[src/hw/rcdc_pkg.sv]
// Package with register map, encodings and state records for the receive clock/decoder block
package rcdc_pkg;
   localparam logic [5:0] RCDC_ADDR_PRESET = 6'h1D;
   localparam logic [5:0] RCDC_ADDR_RXCTL  = 6'h1E;
   localparam logic [5:0] RCDC_ADDR_QCTL   = 6'h1F;
   localparam logic [7:0] RCDC_PRESET_RST  = 8'h00;
   localparam logic [7:0] RCDC_RXCTL_RST   = 8'h41;
   localparam logic [1:0] RCDC_QCTL_HI_RST = 2'h0;
   localparam logic [4:0] RCDC_TAPS_RST    = 5'h00;
   localparam int         RCDC_CLKSEL_BIT  = 7;
   localparam int         RCDC_AUTOPD_BIT  = 6;
   localparam int         RCDC_HALF_BIT    = 7;
   localparam int         RCDC_CALDIS_BIT  = 6;
   localparam int         RCDC_QRSV_BIT    = 5;
   localparam int         RCDC_TAPS_MSB    = 4;
   localparam int         RCDC_SRC_MSB     = 1;
   localparam int         RCDC_LINE_LEN    = 32;
   localparam logic [7:0] RCDC_PER_MAX     = 8'hFF;
   localparam logic [4:0] RCDC_TAPS_MAX    = 5'h1F;

   typedef enum logic [1:0] {
      SRC_LOW   = 2'h0,
      SRC_DEMOD = 2'h1,
      SRC_SUBC  = 2'h2,
      SRC_BASE  = 2'h3
   } rcdc_src_e;

   typedef enum logic [2:0] {
      RX_IDLE  = 3'h1,
      RX_GUARD = 3'h2,
      RX_RECV  = 3'h4
   } rcdc_rx_e;

   typedef enum logic [2:0] {
      CAL_IDLE = 3'h1,
      CAL_ARM  = 3'h2,
      CAL_MEAS = 3'h4
   } rcdc_cal_e;

   typedef struct packed {
      logic [7:0] preset;
      logic [7:0] rxctl;
      logic [1:0] qctl_hi;
      logic [4:0] taps;
      rcdc_rx_e   rx_st;
      logic [7:0] guard_cnt;
      logic       aux_s1;
      logic       aux_s2;
      logic       cal_pend;
      logic [7:0] rdata;
      logic       dec_data;
      logic       dec_subc;
      logic       rcv_clk;
      logic       rx_pwr;
   } rcdc_main_s;

   typedef struct packed {
      logic                     ic_s1;
      logic                     ic_s2;
      logic                     ic_prev;
      logic [RCDC_LINE_LEN-1:0] line;
      logic [7:0]               per_cnt;
      logic [7:0]               period;
      rcdc_cal_e                st;
      logic                     half;
      logic                     done;
      logic [4:0]               taps;
      logic                     qclk;
   } rcdc_cal_s;
endpackage

[src/hw/rcdc_qclk_cal.sv]
// Quadrature clock delay line, period measurement and tap calibration
`timescale 1ns/1ns
module rcdc_qclk_cal
   import rcdc_pkg::*;
(
   input  wire logic       clk,        // Core clock
   input  wire logic       rst,        // Synchronous reset
   input  wire logic       iclk_pin,   // In-phase clock, asynchronous
   input  wire logic       cal_start,  // Start calibration pulse
   input  wire logic [4:0] taps,       // Taps in use
   output logic            iclk,       // Synchronised in-phase clock
   output logic            qclk,       // Delayed quadrature clock
   output logic            half_turn,  // Lag above half a period
   output logic            cal_done,   // Calibration result pulse
   output logic [4:0]      cal_taps    // Calibrated tap count
);
   rcdc_cal_s s_reg;
   rcdc_cal_s s_next;
   logic      rise;
   logic [5:0] quarter;

   assign rise    = s_reg.ic_s2 & ~s_reg.ic_prev;
   assign quarter = s_reg.per_cnt[7:2];

   always_comb begin
      s_next         = s_reg;
      s_next.ic_s1   = iclk_pin;
      s_next.ic_s2   = s_reg.ic_s1;
      s_next.ic_prev = s_reg.ic_s2;
      s_next.line    = {s_reg.line[RCDC_LINE_LEN-2:0], s_reg.ic_s2};
      s_next.qclk    = s_reg.line[taps];
      s_next.done    = 1'b0;
      if (s_reg.per_cnt != RCDC_PER_MAX) begin
         s_next.per_cnt = s_reg.per_cnt + 8'h01;
      end
      if (rise) begin
         s_next.per_cnt = 8'h01;
         s_next.period  = s_reg.per_cnt;
      end
      // Lag of taps cycles exceeds half the period
      s_next.half = ({3'h0, taps, 1'b0} > {1'b0, s_reg.period});
      case (s_reg.st)
         CAL_IDLE: begin
            if (cal_start) begin
               s_next.st = CAL_ARM;
            end
         end
         CAL_ARM: begin
            if (rise) begin
               s_next.st = CAL_MEAS;
            end else if (s_reg.per_cnt == RCDC_PER_MAX) begin
               s_next.st = CAL_MEAS;
            end
         end
         CAL_MEAS: begin
            // Saturated count ends a calibration with no clock present
            if (rise || s_reg.per_cnt == RCDC_PER_MAX) begin
               s_next.st   = CAL_IDLE;
               s_next.done = 1'b1;
               if (quarter > {1'b0, RCDC_TAPS_MAX}) begin
                  s_next.taps = RCDC_TAPS_MAX;
               end else if (quarter == 6'h00) begin
                  s_next.taps = 5'h01;
               end else begin
                  s_next.taps = quarter[4:0];
               end
            end
         end
         default: s_next.st = CAL_IDLE;
      endcase
   end

   always_ff @(posedge clk) begin
      if (rst) begin
         s_reg <= '{ic_s1: 1'b0, ic_s2: 1'b0, ic_prev: 1'b0, line: '0, per_cnt: 8'h00,
                    period: 8'h00, st: CAL_IDLE, half: 1'b0, done: 1'b0, taps: 5'h01,
                    qclk: 1'b0};
      end else begin
         s_reg <= s_next;
      end
   end

   assign iclk      = s_reg.ic_s2;
   assign qclk      = s_reg.qclk;
   assign half_turn = s_reg.half;
   assign cal_done  = s_reg.done;
   assign cal_taps  = s_reg.taps;
endmodule

[src/hw/rcdc_top.sv]
// Receive clock select, decoder source, power sequencing and quadrature clock registers
// Contract
// Clock select bit 1 picks in-phase clock for receiver; 0 picks quadrature.
// Auto power-down 1 powers receiver only around reception; 0 keeps it on.
// Source 00 feeds constant low; 01 feeds the internal demodulator.
// Source 10 feeds subcarrier stream from aux pin; 11 baseband stream.
// Quadrature clock is the in-phase clock delayed by a quarter turn.
// Half-turn flag reads 1 when the quadrature lag exceeds half a period.
// Calibration disable 0 recalibrates after reset and each card reception.
// Tap field shows how many delay elements form the phase shift.
// Host write or calibration may set taps; the latest one wins.
// Host keeps the reserved bits of both control registers unchanged.
// Host leaves the preset register at 1D untouched; resets to 00.
// Receive control register resets to 41.
// After transmit, receiver waits guard count bit clocks, ignoring input.
// With auto power-down, power spans end of guard to end of frame.
`timescale 1ns/1ns
module rcdc_top
   import rcdc_pkg::*;
(
   input  wire logic       CORE_CLK,         // 25 MHz core clock
   input  wire logic       RST,              // Synchronous reset, active high
   input  wire logic [5:0] REG_ADDR,         // Register address
   input  wire logic [7:0] REG_WDATA,        // Write data
   input  wire logic       REG_WR,           // Write strobe
   input  wire logic       REG_RD,           // Read strobe
   output logic      [7:0] REG_RDATA,        // Read data, one cycle after strobe
   input  wire logic [7:0] GUARD_COUNT,      // Receive guard count in bit clocks
   input  wire logic       BIT_CLK_TICK,     // One pulse per bit clock
   input  wire logic       TX_DONE,          // Transmission finished pulse
   input  wire logic       RX_FRAME_END,     // Received frame finished pulse
   input  wire logic       DEMOD_IN,         // Internal demodulator data
   input  wire logic       AUX_SERIAL_IN,    // Auxiliary serial input pin
   input  wire logic       ICLK_IN,          // In-phase clock from pin
   output logic            RECEIVER_CLK,     // Selected receiver clock
   output logic            RECEIVER_POWER,   // Receiver circuit powered
   output logic            RX_ACTIVE,        // Receive input accepted
   output logic            DECODER_DATA,     // Decoder input stream
   output logic            DECODER_SUBCARR   // Stream is subcarrier coded
);
   rcdc_main_s s_reg;
   rcdc_main_s s_next;
   logic       iclk;
   logic       qclk;
   logic       half_turn;
   logic       cal_done;
   logic [4:0] cal_taps;
   logic       cal_start;
   logic       wr_qctl;
   rcdc_src_e  src;

   function automatic logic [7:0] qctl_view(input logic half, input logic [1:0] hi,
                                           input logic [4:0] tp);
      qctl_view = {half, hi, tp};
   endfunction

   assign src       = rcdc_src_e'(s_reg.rxctl[RCDC_SRC_MSB:0]);
   assign wr_qctl   = REG_WR && REG_ADDR == RCDC_ADDR_QCTL;
   assign cal_start = s_reg.cal_pend & ~s_reg.qctl_hi[RCDC_CALDIS_BIT-5];

   rcdc_qclk_cal u_cal (
      .clk       (CORE_CLK),
      .rst       (RST),
      .iclk_pin  (ICLK_IN),
      .cal_start (cal_start),
      .taps      (s_reg.taps),
      .iclk      (iclk),
      .qclk      (qclk),
      .half_turn (half_turn),
      .cal_done  (cal_done),
      .cal_taps  (cal_taps)
   );

   always_comb begin
      s_next          = s_reg;
      s_next.aux_s1   = AUX_SERIAL_IN;
      s_next.aux_s2   = s_reg.aux_s1;
      s_next.cal_pend = RX_FRAME_END;
      // Register writes; reserved bits are stored as written
      if (REG_WR) begin
         if (REG_ADDR == RCDC_ADDR_PRESET) begin
            s_next.preset = REG_WDATA;
         end else if (REG_ADDR == RCDC_ADDR_RXCTL) begin
            s_next.rxctl = REG_WDATA;
         end else if (REG_ADDR == RCDC_ADDR_QCTL) begin
            s_next.qctl_hi = REG_WDATA[RCDC_CALDIS_BIT:RCDC_QRSV_BIT];
         end
      end
      // Host write beats a calibration result landing in the same cycle
      if (wr_qctl) begin
         s_next.taps = REG_WDATA[RCDC_TAPS_MSB:0];
      end else if (cal_done) begin
         s_next.taps = cal_taps;
      end
      s_next.rdata = 8'h00;
      if (REG_RD) begin
         if (REG_ADDR == RCDC_ADDR_PRESET) begin
            s_next.rdata = s_reg.preset;
         end else if (REG_ADDR == RCDC_ADDR_RXCTL) begin
            s_next.rdata = s_reg.rxctl;
         end else if (REG_ADDR == RCDC_ADDR_QCTL) begin
            s_next.rdata = qctl_view(half_turn, s_reg.qctl_hi, s_reg.taps);
         end
      end
      // Guard sequencing; a new transmission restarts the guard
      case (s_reg.rx_st)
         RX_IDLE, RX_RECV: begin
            if (TX_DONE) begin
               s_next.guard_cnt = GUARD_COUNT;
               s_next.rx_st     = (GUARD_COUNT == 8'h00) ? RX_RECV : RX_GUARD;
            end else if (RX_FRAME_END) begin
               s_next.rx_st = RX_IDLE;
            end
         end
         RX_GUARD: begin
            if (TX_DONE) begin
               s_next.guard_cnt = GUARD_COUNT;
               s_next.rx_st     = (GUARD_COUNT == 8'h00) ? RX_RECV : RX_GUARD;
            end else if (BIT_CLK_TICK) begin
               s_next.guard_cnt = s_reg.guard_cnt - 8'h01;
               if (s_reg.guard_cnt == 8'h01) begin
                  s_next.rx_st = RX_RECV;
               end
            end
         end
         default: s_next.rx_st = RX_IDLE;
      endcase
      s_next.rx_pwr = ~s_reg.rxctl[RCDC_AUTOPD_BIT] || s_next.rx_st == RX_RECV;
      s_next.rcv_clk = s_reg.rxctl[RCDC_CLKSEL_BIT] ? iclk : qclk;
      case (src)
         SRC_LOW:   s_next.dec_data = 1'b0;
         SRC_DEMOD: s_next.dec_data = DEMOD_IN;
         default:   s_next.dec_data = s_reg.aux_s2;
      endcase
      s_next.dec_subc = (src == SRC_SUBC);
      if (s_reg.rx_st == RX_GUARD) begin
         s_next.dec_data = 1'b0;
      end
   end

   always_ff @(posedge CORE_CLK) begin
      if (RST) begin
         s_reg <= '{preset: RCDC_PRESET_RST, rxctl: RCDC_RXCTL_RST, qctl_hi: RCDC_QCTL_HI_RST,
                    taps: RCDC_TAPS_RST, rx_st: RX_IDLE, guard_cnt: 8'h00, aux_s1: 1'b0,
                    aux_s2: 1'b0, cal_pend: 1'b1, rdata: 8'h00, dec_data: 1'b0,
                    dec_subc: 1'b0, rcv_clk: 1'b0, rx_pwr: 1'b0};
      end else begin
         s_reg <= s_next;
      end
   end

   assign REG_RDATA       = s_reg.rdata;
   assign RECEIVER_CLK    = s_reg.rcv_clk;
   assign RECEIVER_POWER  = s_reg.rx_pwr;
   assign RX_ACTIVE       = s_reg.rx_st == RX_RECV;
   assign DECODER_DATA    = s_reg.dec_data;
   assign DECODER_SUBCARR = s_reg.dec_subc;
endmodule

[config.mk]
export PLATFORM = sky130hd
export DESIGN_NAME = rcdc_top
export DESIGN_NICKNAME = d
export VERILOG_FILES = /design/src/hw/rcdc_pkg.sv /design/src/hw/rcdc_qclk_cal.sv /design/src/hw/rcdc_top.sv
export SDC_FILE = /design/constraint.sdc
export NUM_CORES = 1
export LEC_CHECK = 0
export ABC_AREA = 0
export BUFFER_PORTS_ARGS = -buffer_cell sky130_fd_sc_hd__buf_2
export CORE_UTILIZATION = 55
export CTS_BUF_LIST = sky130_fd_sc_hd__clkbuf_4
export DETAILED_ROUTE_END_ITERATION = 12
export GPL_ROUTABILITY_DRIVEN = 1
export PLACE_DENSITY = 0.75
export SYNTH_ARGS = -nofsm -noshare
export SYNTH_HDL_FRONTEND = slang
export SYNTH_SLANG_ARGS = --single-unit
export TNS_END_PERCENT = 100
[constraint.sdc]
create_clock -name CORE_CLK -period 5.35 [get_ports CORE_CLK]
set_input_delay 1.07 -clock CORE_CLK [delete_from_list [all_inputs] [get_ports CORE_CLK]]
set_output_delay 1.07 -clock CORE_CLK [all_outputs]
set_load 0.01 [all_outputs]
==> Word-level counts from Yosys, hierarchy flattened <==
Cells that the tools add are included.
{ "word_totals": {"ff_bits": 111, "inputBits": 32, "out_inout_bits": 13, "word_cells": 108} }
{ "op_classes": {"add_sub_neg": 2, "magnitude_cmp": 3, "eq_ne": 20, "n_mux": 28, "n_bitwise": 9, "n_reduce_logical": 20} }
{ "op_table": {"columns": ["cell", "count"], "rows": [
  ["$mux W8", 4],
  ["$mux W3", 8],
  ["$mux W11", 2],
  ["$mux W5", 4],
  ["$eq A6 B5 Y1 const B", 3],
  ["$pmux W8 S2", 1],
  ["$reduce_or A2 Y1", 5],
  ["$eq A3 B3 Y1 const B", 3],
  ["$mux W9", 1],
  ["$pmux W3 S3", 1],
  ["$reduce_and A3 Y1", 3],
  ["$add A8 B1 Y8 const B", 1],
  ["$eq A8 B1 Y1 const B", 1],
  ["$eq A8 B8 Y1 const B", 1],
  ["$gt A6 B8 Y1", 1],
  ["$logic_not A8 Y1", 1],
  ["$ne A8 B8 Y1 const B", 1],
  ["$sub A8 B1 Y8 const B", 1],
  ["$not A1 Y1", 7],
  ["$eq A3 B1 Y1 const B", 2],
  ["$eq A3 B2 Y1 const B", 2],
  ["$gt A6 B5 Y1 const B", 1],
  ["$logic_not A6 Y1", 1],
  ["$lt A5 B6 Y1 const B", 1],
  ["18 further kinds", 26]
]} }

==> Longest topological paths before layout <==
{ "logic_depth": {"word_depth": 7, "depth_mapped": 7, "ltp_nobuf": 7} }

==> Cells and area by module <==
From an unflattened synthesis, not the netlist that was laid out.
{ "hier_totals": {"hier_cells": 518, "area_unflattened_um2": 4812.1} }
{ "by_module_without_submodules": {"columns": ["mod", "n_inst", "cells_per_inst", "area_each_um2"], "rows": [
  ["rcdc_qclk_cal", 1, 242, 2441.1],
  ["rcdc_top", 1, 276, 2371.0]
]} }

==> Least setup slack after synthesis <==
Ideal clock, no wire load.
{ "synth_path": {"path_type": "in2reg", "startpoint": "in REG_ADDR[5]", "endpoint": "reg s_reg[40] (netlist name)", "setup_ns": 0.071, "arrival_time_ns": 2.261, "required_time_ns": 5.279, "setup_slack_ns": 3.018, "path_stages": 5, "path_buffers": 1, "path_cell_list": "nand4b_1 nor3_1 clkbuf_1 nand3_1 a21oi_1"} }
{ "synth_between": {"elab_chain_cells": 3, "elab_cells_between_ends": 4} }
{ "synth_lines": {"columns": ["item", "line", "rtl"], "rows": [
  ["from (decl)", "rcdc_top.sv:23", "input wire logic [5:0] REG_ADDR,"],
  ["$eq A6 B5 Y1", "rcdc_top.sv:81", "if (REG_ADDR == RCDC_ADDR_PRESET) begin"],
  ["$not A1 Y1 (no source line)", null, null],
  ["$reduce_and A3 Y1 (no source line) (*)", null, null],
  ["to (signal assigned)", "rcdc_top.sv:143", "s_reg <= '{preset: RCDC_PRESET_RST, rxctl: RCDC_RXCTL_RST, qctl_hi: RCDC_QCTL_HI_RST,"],
  ["to (signal assigned)", "rcdc_top.sv:148", "s_reg <= s_next;"],
  ["to (decl)", "rcdc_top.sv:41", "rcdc_main_s s_reg;"]
]} }
Every way passes the cells marked *; elsewhere a longest branch is shown, timed or not.
A chain may end at the register's enable or synchronous reset.

==> Worst setup path after layout <==
{ "layout_path": {"startpoint": "reg s_reg[25] (netlist name)", "endpoint": "out RX_ACTIVE"} }
{ "layout_between": {"elab_chain_cells": 1} }
{ "layout_lines": {"columns": ["item", "line", "rtl"], "rows": [
  ["$eq A3 B3 Y1", "rcdc_top.sv:155", "assign RX_ACTIVE = s_reg.rx_st == RX_RECV;"],
  ["to (decl)", "rcdc_top.sv:37", "output logic RX_ACTIVE,"]
]} }
Every way passes these cells.

==> impl_metrics.yaml <==
run_status:
  status: "complete, no violations"
worst_hold_path:
  worstHoldPathType: "register to register"
final_layout:
  largest_register_ffs: 36
  final_common_cell: "dfxtp_1"
  instances_no_fill: 625
  fin_nets: 560
  drive_above_1_share_pct: 15.11
  n_antenna_cell: 0
  final_cell_mix: "dfxtp_1 (110), nand2_1 (56), nor2_1 (46), buf_2 (44), nor2b_1 (39)"
  area_delta_synth_final_pct: 6.546
  utilization_pct: 61.77
timing:
  slew_violations: 0
  rsz0062_at_grt: "no"
  setup_viol: 0
  fin_crit_sh_pct: 45.34
  max_freq_mhz: 412.3
  worst_pin_slew_ns: 0.7276
  skew_ns: 0.02456
  hold_viol: 0
  slew-limit-headroom_pct: 51.49
  period_minus_slack_ns: 2.425
  timing.setup.tns_ns: 0
die:
  dieArea_mm2: 0.008640
  die_y_um: 92.95
  die-width_um: 92.95
  rows: 32
  ioPinCount: 45
  coreArea_mm2: 0.007848
  start_util_pct: 57.97
power:
  combPwrFrac_pct: 9.4
  cellPowerDensity_mw_per_mm2: 275.2
  sw_frac_of_total_pct: 25.84
  leakagePower_uw: 0.001823
  ir_drop_mv: 0.1967
  switching_power_uw: 344.7
  intPower_uw: 989.1
  pwr-share-clk_pct: 26.3
  power_uw: 1334
  seqPwrFrac_pct: 64.4
clock_tree:
  cts_tree: "done"
  cts.sinks: 110
  tritoncts.num_buffers: 9
  root_buffer: "clkbuf_4"
  cts-htree-levels: 3
  postCtsSetupRepairBufs: 0
  ctsHoldBuffers: 0
  clk-insertion-delay-late_ns: 0.46
  path_clk_slew_ns: 0.14
  cts_buffer_depth: 2
  ctsResizeCount: 0
drt:
  first_pass_iters: 6
  wl_mm: 9.156
  postRouteAntennaNets: 0
  vias: 3559
  wl_per_cell_um: 14.65
  remaining_drc_errors: 0
  viasPerCell: 5.694
  dr.first_iter.drc_count: 201
setup_path:
  crit_type: "register to output port"
  max_stage_delay_ns: 0.53
  cp.arrival_ns: 1.36
  cp-end-kind: "output port"
  critPathSlowestCell: "dfxtp_1"
  cp_max_fo: 8
  crit_chain: "nand2b_1 -> nor2_1 -> buf_2"
  critPathLaunchType: "register"
  worstPathRequired_ns: 4.28
synth:
  synthCells: 500
  synthDistinctLibCells: 55
  ys_async_sr_fraction_pct: 0
  netlist_area_mm2: 0.004549
  ys_ff_latch: 110
  seq_area_frac_synth_pct: 48.40
  yosys_warnings: 0
  synth_edf_count: 0
  synth_top_flop_cell: "dfxtp_1"
  synth.avg_cell_area_um2: 9.099
  syn_nets: 540
grt:
  grt_pass1_wl_mm: 15.21
  grt_pass1_vias: 3327
  track_usage_pct: 22.49
  grt_overflow: 0
  antenna_found_initial: 0
  grt_max_degree: 51
place:
  placedCellCount: 611
  place_congestion: 0.8247
  io_buffers: 44
  hpwlAfterDp_mm: 6.139
flow_run:
  cap_violations: 0
[kinds of logic (layout without fill, tap and decap cells)]
group	Yosys count	in the layout	share of synthesized area, %
and+or+nand+nor	215	215	23.93
DFF	110	110	48.40
AOI/OAI and AO/OA	86	86	12.57
buffers and inverters	54	77	5.226
muxes	19	19	6.133
adders and majority gates	8	8	2.200
xor gates and xnor gates	8	8	1.540
[power by group through the flow]
| stage | Clock (uW) | Sequential, uW | Combinational, uW |
|---|---|---|---|
| floorplan | 0 | 868 | 94.7 |
| global placement | 0 | 875 | 120 |
| detailed placement | 0 | 876 | 124 |
| CTS | 357 | 858 | 125 |
| global route | 390 | 862 | 140 |
| finish | 350 | 859 | 125 |
[final timing paths]
path,start,end,slack (ns),depth (start not counted)
worst max-delay path,s_reg[25],RX_ACTIVE,2.92,3
worst min register to register,u_cal.s_next[60],u_cal.iclk,0.46,1
worst max register to register,s_reg[27],u_cal.half_turn,3.41,6
worst min-delay path,u_cal.s_next[60],u_cal.iclk,0.46,1
[stage by stage]
| stage | worst slack [ns] | hold WS [ns] | cell area, um2 |
|---|---|---|---|
| CTS | 2.902 | 0.4650 | 4847 |
| detailed placement | 2.728 | 0.4418 | 4746 |
| floorplan | 3.018 | 0.4138 | 4549 |
| global placement | 2.770 | 0.4197 | 4746 |
| finish | 2.925 | 0.4628 | 4847 |
| global route | 2.818 | 0.4764 | 4847 |
[Yosys cell counts (3+ instances only)]
master,number,share of area (%)
inv_2,4,0.33
nor2_1,46,3.8
clkbuf_1,25,2.1
dfxtp_1,110,48
a21o_1,3,0.50
inv_1,10,0.83
nand2_1,56,4.6
a211oi_1,8,1.3
nand2b_1,6,0.83
ha_1,8,2.2
a222oi_1,8,1.8
o211ai_1,3,0.50
a31oi_1,4,0.55
or3_1,3,0.41
o21ai_1,5,0.55
nor3b_1,7,1.2
mux4_2,7,3.5
xor2_1,3,0.58
nor3_1,15,1.7
nor4_1,4,0.55
nand4_1,4,0.55
buf_4,8,1.3
a21oi_1,38,4.2
buf_2,4,0.44
nand3_1,25,2.8
mux2i_1,11,2.4
xnor2_1,5,0.96
nor2b_1,39,5.4
[per-layer routing]
metal | up-vias | track usage, % | share of wire [%]
li1 | 1774 | - | -
met1 | 1667 | 28.60 | 46
met2 | 103 | 37.25 | 47
met3 | 15 | 3.448 | 4.8
met4 | 0 | 10.77 | 2.0
met5 | - | 0 | 0
[critical path: cells and delay by family, from the launching register on]
family | cells | cell delay, ns
DFF | 1 | 0.53
buffers and inverters | 1 | 0.13
and+or+nand+nor | 2 | 0.26
[final cells by class]
class	count	area, um2
Fill cell	691	3000
Clock inverter	4	26.28
Sequential cell	110	2202
Multi-Input combinational cell	336	2110
Clock buffer	10	75.07
Inverter	15	56.30
Timing Repair Buffer	48	250.2
Tap cell	102	127.6
Note: power is estimated with default switching activity, not from simulation.
